===== config.mk =====
export PLATFORM = sky130hd
export DESIGN_NAME = can_message_buffers
export DESIGN_NICKNAME = d
export VERILOG_FILES = /design/src/rtl/can_buf_pkg.sv /design/src/rtl/buf_mem_if.sv /design/src/rtl/access_arbiter.sv /design/src/rtl/buffer_ram.sv /design/src/rtl/can_message_buffers.sv
export SDC_FILE = /design/constraint.sdc
export NUM_CORES = 2
export LEC_CHECK = 0
export BUFFER_PORTS_ARGS = -buffer_cell sky130_fd_sc_hd__buf_4
export CORE_ASPECT_RATIO = 0.5
export CORE_MARGIN = 1.5
export CORE_UTILIZATION = 60
export CTS_CLUSTER_SIZE = 12
export DETAILED_ROUTE_END_ITERATION = 12
export GPL_ROUTABILITY_DRIVEN = 0
export PLACE_DENSITY = 0.76
export SLEW_MARGIN = 20
export SYNTH_ARGS = -nofsm -noshare
export SYNTH_HDL_FRONTEND = slang
export SYNTH_SLANG_ARGS = --single-unit

===== constraint.sdc =====
create_clock -name clock -period 12.5 [get_ports clock]
set_input_delay 2.5 -clock clock [delete_from_list [all_inputs] [get_ports clock]]
set_output_delay 2.5 -clock clock [all_outputs]
set_load 0.05 [all_outputs]

===== src/rtl/can_buf_pkg.sv =====
`default_nettype none
package can_buf_pkg;
   // ==========================================================
   // storage geometry
   localparam int unsigned BUFFER_COUNT     = 32;
   localparam int unsigned DATA_BYTES       = 8;
   localparam int unsigned WORDS_PER_BUFFER = 5;   // length word plus four byte pairs
   localparam int unsigned MEM_WORDS        = BUFFER_COUNT * WORDS_PER_BUFFER;
   localparam int unsigned MEM_AW           = 8;
   localparam int unsigned ADDR_W           = 12;

   // ==========================================================
   // length-control word layout
   localparam int unsigned EXT_ID_MSB   = 15;
   localparam int unsigned EXT_ID_LSB   = 10;
   localparam int unsigned REMOTE_BIT   = 9;
   localparam int unsigned RES_HI_BIT   = 8;
   localparam int unsigned UNIMPL_MSB   = 7;
   localparam int unsigned UNIMPL_LSB   = 5;
   localparam int unsigned RES_LO_BIT   = 4;
   localparam int unsigned DLC_MSB      = 3;
   localparam logic [15:0] LEN_KEEP_MASK = 16'hff1f;  // bits 7..5 never stored
   localparam logic [15:0] FULL_MASK     = 16'hffff;

   // ==========================================================
   // apb map: one 0x20 slot per buffer, words at 0x00 .. 0x10
   localparam logic [ADDR_W-1:0] LEN_WORD_OFFSET  = 12'h000;
   localparam logic [ADDR_W-1:0] DATA_WORD_OFFSET = 12'h004;  // pair k at 0x04 + 4k
   localparam logic [ADDR_W-1:0] BUFFER_STRIDE    = 12'h020;
   localparam logic [ADDR_W-1:0] MAP_LIMIT        = 12'h400;
   localparam logic [2:0]        LEN_WORD_INDEX   = 3'h0;
   localparam logic [2:0]        LAST_WORD_INDEX  = 3'h4;

   // ==========================================================
   // reset values and timing
   localparam logic [31:0] RDATA_RESET  = 32'h0000_0000;
   localparam logic [15:0] RAM_RESET    = 16'h0000;
   localparam int unsigned READ_LATENCY = 2;  // access-phase edges before pready

   typedef enum logic [1:0] {
      APB_IDLE    = 2'b00,
      APB_WAIT_RD = 2'b01,
      APB_RESPOND = 2'b11
   } apb_state_e;
endpackage
`default_nettype wire


===== src/rtl/buf_mem_if.sv =====
`default_nettype none
// ==========================================================
// single-port path into the buffer storage
interface buf_mem_if;
   logic        en;
   logic        we;
   logic [7:0]  addr;
   logic [1:0]  be;
   logic [15:0] wdata;
   logic [15:0] rdata;
   modport ctrl (output en, output we, output addr, output be, output wdata, input rdata);
   modport mem  (input en, input we, input addr, input be, input wdata, output rdata);
endinterface
`default_nettype wire


===== src/rtl/access_arbiter.sv =====
`default_nettype none
// ==========================================================
// bus side wins the storage; the engine waits one cycle at most per bus access
module access_arbiter
   import can_buf_pkg::*;
(
   input  wire logic        apbReq,
   input  wire logic        apbWe,
   input  wire logic [7:0]  apbAddr,
   input  wire logic [1:0]  apbBe,
   input  wire logic [15:0] apbWdata,
   input  wire logic        engValid,
   input  wire logic        engWrite,
   input  wire logic [7:0]  engAddr,
   input  wire logic [1:0]  engBe,
   input  wire logic [15:0] engWdata,
   output logic             engGrant,
   buf_mem_if.ctrl          port
);
   // fixed priority select
   always_comb begin
      engGrant   = engValid && !apbReq;
      port.en    = apbReq || engValid;
      port.we    = apbReq ? apbWe    : engWrite;
      port.addr  = apbReq ? apbAddr  : engAddr;
      port.be    = apbReq ? apbBe    : engBe;
      port.wdata = apbReq ? apbWdata : engWdata;
   end
endmodule
`default_nettype wire


===== src/rtl/buffer_ram.sv =====
`default_nettype none
// ==========================================================
// byte-lane storage, contents undefined after power-up
module buffer_ram
   import can_buf_pkg::*;
(
   input wire logic clock,
   input wire logic reset,
   buf_mem_if.mem   port
);
   // one lane per byte so the pair halves write independently
   for (genvar g = 0; g < 2; g++) begin : gLane
      logic [7:0] laneMem [MEM_WORDS];
      logic [7:0] laneRd;
      always_ff @(posedge clock) begin
         if (port.en && port.we && port.be[g]) begin
            laneMem[port.addr] <= port.wdata[g*8 +: 8];
         end
      end
      // each lane owns its read register, so no variable has two writers
      always_ff @(posedge clock or posedge reset) begin
         if (reset) begin
            laneRd <= RAM_RESET[g*8 +: 8];
         end else if (port.en && !port.we) begin
            laneRd <= laneMem[port.addr];
         end
      end
   end

   assign port.rdata = {gLane[1].laneRd, gLane[0].laneRd};
endmodule
`default_nettype wire


===== src/rtl/can_message_buffers.sv =====
`default_nettype none
module can_message_buffers
   import can_buf_pkg::*;
(
   input  wire logic              clock,
   input  wire logic              reset,
   // apb slave
   input  wire logic              psel,
   input  wire logic              penable,
   input  wire logic              pwrite,
   input  wire logic [ADDR_W-1:0] paddr,
   input  wire logic [31:0]       pwdata,
   input  wire logic [3:0]        pstrb,
   output logic [31:0]            prdata,
   output logic                   pready,
   output logic                   pslverr,
   // protocol engine port
   input  wire logic              engReq,
   input  wire logic              engWrite,
   input  wire logic [4:0]        engBuffer,
   input  wire logic [2:0]        engWord,
   input  wire logic [15:0]       engWdata,
   input  wire logic [1:0]        engByteEn,
   output logic                   engGrant,
   output logic                   engRvalid,
   output logic [15:0]            engRdata,
   output logic [5:0]             engExtIdLow,
   output logic                   engRemote,
   output logic [3:0]             engDlc
);
   // ==========================================================
   // state
   typedef struct packed {
      apb_state_e  state;
      logic [31:0] rdata;
      logic        err;
      logic        engRd;
   } state_s;

   state_s cur;
   state_s next_cur;

   buf_mem_if memBus ();

   logic        access;
   logic        mapped;
   logic [2:0]  apbWord;
   logic [4:0]  apbBuffer;
   logic        apbIsLen;
   logic        apbReq;
   logic        apbWe;
   logic [15:0] apbWdata;
   logic [15:0] apbMask;
   logic        engValid;
   logic [15:0] engMask;
   logic [15:0] engWmasked;

   // buffer n, word w sits at storage row 5n + w
   function automatic logic [7:0] rowOf(input logic [4:0] b, input logic [2:0] w);
      logic [7:0] r;
      r = 8'(8'(b) * 8'(WORDS_PER_BUFFER)) + 8'(w);
      return r;
   endfunction

   // ==========================================================
   // address decode
   always_comb begin
      access    = psel && penable;
      apbWord   = paddr[4:2];
      apbBuffer = paddr[9:5];
      apbIsLen  = (apbWord == LEN_WORD_INDEX);
      if (paddr >= MAP_LIMIT) begin
         mapped = 1'b0;
      end else if (apbWord > LAST_WORD_INDEX) begin
         mapped = 1'b0;                           // holes 0x14..0x1c of each slot
      end else begin
         mapped = 1'b1;
      end
      apbMask  = apbIsLen ? LEN_KEEP_MASK : FULL_MASK;
      apbWdata = pwdata[15:0] & apbMask;
   end

   // ==========================================================
   // engine request shaping; same masking as the bus side
   always_comb begin
      engValid   = engReq && (engWord <= LAST_WORD_INDEX);
      engMask    = (engWord == LEN_WORD_INDEX) ? LEN_KEEP_MASK : FULL_MASK;
      engWmasked = engWdata & engMask;
   end

   // ==========================================================
   // bus state machine; a write commits on the edge pready is seen
   always_comb begin
      next_cur       = cur;
      apbReq         = 1'b0;
      apbWe          = 1'b0;
      case (cur.state)
         APB_IDLE: begin
            if (access) begin
               if (!mapped) begin
                  next_cur.state = APB_RESPOND;
                  next_cur.err   = 1'b1;
                  next_cur.rdata = RDATA_RESET;
               end else if (pwrite) begin
                  next_cur.state = APB_RESPOND;
                  next_cur.err   = 1'b0;
                  next_cur.rdata = RDATA_RESET;
               end else if (!engValid) begin
                  // engine keeps the storage; the bus read waits in APB_IDLE for as long as engValid holds
                  apbReq         = 1'b1;
                  next_cur.state = APB_WAIT_RD;
                  next_cur.err   = 1'b0;
               end
            end
         end
         APB_WAIT_RD: begin
            next_cur.rdata = {16'h0000, memBus.rdata & apbMask};
            next_cur.state = APB_RESPOND;
         end
         APB_RESPOND: begin
            if (pwrite && !cur.err) begin
               apbReq = 1'b1;
               apbWe  = 1'b1;
            end
            next_cur.state = APB_IDLE;
            next_cur.err   = 1'b0;
         end
         default: begin
            next_cur.state = APB_IDLE;
         end
      endcase
      // taken from the request, not the arbiter output, so no loop through the arbiter
      next_cur.engRd = engValid && !apbReq && !engWrite;
   end

   always_ff @(posedge clock or posedge reset) begin
      if (reset) begin
         cur.state <= APB_IDLE;
         cur.rdata <= RDATA_RESET;
         cur.err   <= 1'b0;
         cur.engRd <= 1'b0;
      end else begin
         cur <= next_cur;
      end
   end

   // ==========================================================
   // storage and its arbiter
   access_arbiter uArb (
      .apbReq   (apbReq),
      .apbWe    (apbWe),
      .apbAddr  (rowOf(apbBuffer, apbWord)),
      .apbBe    (pstrb[1:0]),
      .apbWdata (apbWdata),
      .engValid (engValid),
      .engWrite (engWrite),
      .engAddr  (rowOf(engBuffer, engWord)),
      .engBe    (engByteEn),
      .engWdata (engWmasked),
      .engGrant (engGrant),
      .port     (memBus.ctrl)
   );

   buffer_ram uRam (
      .clock (clock),
      .reset (reset),
      .port  (memBus.mem)
   );

   // ==========================================================
   // outputs; engine fields are slices of the registered read word
   assign prdata      = cur.rdata;
   assign pready      = (cur.state == APB_RESPOND);
   assign pslverr     = pready && cur.err;
   assign engRvalid   = cur.engRd;
   assign engRdata    = memBus.rdata;
   assign engExtIdLow = memBus.rdata[EXT_ID_MSB:EXT_ID_LSB];
   assign engRemote   = memBus.rdata[REMOTE_BIT];
   assign engDlc      = memBus.rdata[DLC_MSB:0];
endmodule
`default_nettype wire


==> flow_metrics.py <==
metrics = {
    "run_status": {
        "outcome": "finished, final reports clean",
    },
    "detailed_routing": {
        "num_vias": 62670,
        "drt_iter0_drc": 11646,
        "wire_per_inst_um": 33.31,
        "drc": 0,
        "drt_pass1_iterations": 10,
        "totalWireLength_mm": 290.2,
        "ant_nets": 0,
        "viasPerCell": 7.194,
    },
    "worst_setup_path": {
        "cp.arrival_ns": 8.39,
        "worstSetupPathType": "in -> reg",
        "critPathRequiredTime_ns": 13.20,
        "path_max_fanout": 128,
        "path_buf_inv": 5,
        "cp-start-kind": "input port",
        "crit_family": "simple AND/OR/NAND/NOR gates",
        "crit_path_end_kind": "register",
        "path_cells": "buf_4, ha_1, ha_1, inv_1, nor3_1, mux2i_1, buf_4, nand2_4, buf_12, nand3_4, buf_12, o22ai_1, nor4_1, o22ai_1, a2111oi_0, a31oi_1",
        "slowest_stage": "a2111oi_0",
        "worst_path_largest_cell_delay_ns": 0.99,
    },
    "finish": {
        "multi_input_area_sq_mm": 0.02218,
        "regArea_sq_mm": 0.07777,
        "layout-drive-gt1-share": 0.1018,
        "n_fill_cell": 10721,
        "area_growth_pct": 9.008,
        "final_cell_mix": "edfxtp_1 (2560), nand2_1 (520), a22oi_1 (442)",
        "nNetsFinal": 6452,
        "layout_commonest_cell": "edfxtp_1",
    },
    "die": {
        "die_x_um": 586.2,
        "start_util": 0.6073,
        "coreArea_sq_mm": 0.1680,
        "row_count": 106,
        "io_pins": 144,
        "fp.dieArea_sq_mm": 0.1727,
        "fp.dieH_um": 294.6,
    },
    "grt": {
        "use_met1": 0.4645,
        "grt_use_met2": 0.4807,
        "grt_max_degree": 162,
        "grt_use_met3": 0.1199,
        "grt_antenna_before_repair": 16,
        "grt_first_pass_wirelength_mm": 413.0,
        "first_global_vias": 59297,
        "overflow": 0,
        "busiest_layer": "met2",
        "track_usage": 0.3347,
    },
    "cts": {
        "htreeDepth": 4,
        "clock-sinks": 2596,
        "cts_hold_buf": 0,
        "clockBufferDepth": 3,
        "clk_latency_ns": 0.88,
        "clock-root-buffer": "clkbuf_16",
        "numCtsBuffers": 234,
        "postCtsSetupRepairBufs": 0,
        "cts_resized": 0,
        "path_clk_slew_ns": 0.06,
        "cts_tree": "built",
    },
    "timing": {
        "fin_hold_ws_ns": 0.5033,
        "hold_violations": 0,
        "tightest_slew_ns": 1.300,
        "maxSlewViolCount": 0,
        "slew_headroom": 0.1251,
        "period_share": 0.6152,
        "rsz0062_at_grt": "no",
        "period_needed_ns": 7.690,
        "finalSetupViolCount": 0,
        "finalSetupTns_ns": 0,
        "max_freq_mhz": 130.0,
        "clock_skew_ns": 0.02093,
    },
    "synthesis": {
        "netlist_area_sq_mm": 0.1020,
        "yosysTopAreaCell": "edfxtp_1",
        "yosys_warnings": 0,
        "avgSynthCellArea_sq_um": 16.09,
        "synth_top_area_frac": 0.7533,
        "synth_cells": 6341,
        "ys_top_cells_by_area": "edfxtp_1 (75%), mux2i_1 (4.3%), a22oi_1 (3.3%), o22ai_1 (2.5%), nand2_1 (2.0%)",
        "synth_flop_cell": "edfxtp_1",
        "seq_area_frac_synth": 0.7621,
        "synthDistinctLibCells": 91,
        "synth-edff-count": 2560,
        "synth-async-reset-ratio": 0.01387,
        "synth-seq-cells": 2596,
    },
    "place": {
        "port_buffers": 107,
        "place_hpwl_mm": 164.3,
    },
    "power_and_ir_drop": {
        "power_density_mw_per_mm2": 196.8,
        "vdd_drop_max_mv": 0.1717,
        "power.leakage_uw": 0.03513,
    },
    "hold_path": {
        "min_path_type": "reg -> reg",
    },
    "flow_run": {
        "drv_cap": 0,
    },
}
## state kept, by name (all words and copies together) (netlist names)
name / count
cur: 3
prdata: 16
uRam.gLane.laneMem: 2560
uRam.gLane.laneRd: 16
engRvalid: 1
## final cells by class
class,instances,area share
Sequential cell,2596,0.6992
Multi-Input combinational cell,3261,0.1994
Clock buffer,313,0.05588
Tap cell,2268,0.02551
Timing Repair Buffer,231,0.01757
Clock inverter,13,0.001676
Inverter,12,0.0004049
Antenna cell,18,0.0004049
## worst paths after layout
| path | from | endpoint | slack [ns] | cells past startpoint |
|---|---|---|---|---|
| max in group asynchronous | reset | prdata[4] | 10.00 | 2 |
| worst max-delay path | paddr[3] | uRam.gLane[0].laneRd[0] | 4.81 | 16 |
| worst min-delay path | prdata[6] | prdata[6] | 0.50 | 2 |
| min in group asynchronous | reset | engRvalid | 1.86 | 2 |
| worst min register to register | prdata[6] | prdata[6] | 0.50 | 2 |
| worst max register to register | cur[34] | uRam.gLane[0].laneRd[0] | 5.81 | 15 |
## tightest hold or removal path: stages (launching register included)
cell and delay, ns:
dfrtp_1 0.35, nand2_1 0.05, o21ai_0 0.07
## power breakdown
group          total, uW  switching (uW)  internal, uW
combinational       5450            4070          1370
clock               6430            3010          3420
sequential         10000            81.9          9940
total              21900            7160         14700
## layer usage
metal | routed length, um | share of wire
met1 | 102100 | 0.35
met3 | 47850 | 0.16
met4 | 13660 | 0.047
met5 | 123 | 0.00042
met2 | 126500 | 0.44
## metrics by stage
step	cells	area [sq um]	setup WS (ns)	total power, uW	utilization
2_1_floorplan	6356	102100	5.871	13250	-
3_3_place_gp	8367	104700	4.348	15240	0.6233
3_5_place_dp	8367	104800	4.351	15350	0.6234
4_1_cts	8693	111200	5.195	21600	0.6615
5_1_grt	8695	111200	4.930	22250	0.6617
6_report	8712	111200	4.810	21890	0.6620
## kinds of logic (layout without fill, tap and decap cells)
logic type / Yosys count / in the layout / synth area share
fa+ha+maj: 35 / 35 / 0.004439
buf+inv: 499 / 569 / 0.02482
xor+xnor: 7 / 7 / 0.0006008
compound gates: 1417 / 1417 / 0.09583
flops: 2596 / 2596 / 0.7621
other cells: 1 / 34 / 0.00003675
mux: 522 / 522 / 0.05829
simple gates: 1264 / 1264 / 0.05384
## cells in the mapped netlist, drive strengths merged (6+ instances only)
cell type / instances
a21oi: 206
a211oi: 25
a311oi: 7
edfxtp: 2560
or4: 26
o21a: 9
or3: 9
o22a: 12
dfrtp: 36
o211ai: 8
clkbuf: 176
inv: 12
o221ai: 19
o22ai: 408
buf: 311
mux4: 54
nor2: 377
mux2: 32
a211o: 7
and2: 8
ha: 33
a221oi: 10
nand2: 557
nor4: 58
a31oi: 26
nor3: 32
a22oi: 446
a22o: 39
a41oi: 7
a32oi: 22
nand3: 138
or2: 6
mux2i: 436
a222oi: 28
o32a: 10
o2111ai: 7
and3: 24
o21ai: 76
o31ai: 6
Power figures use the tool's default switching activity.
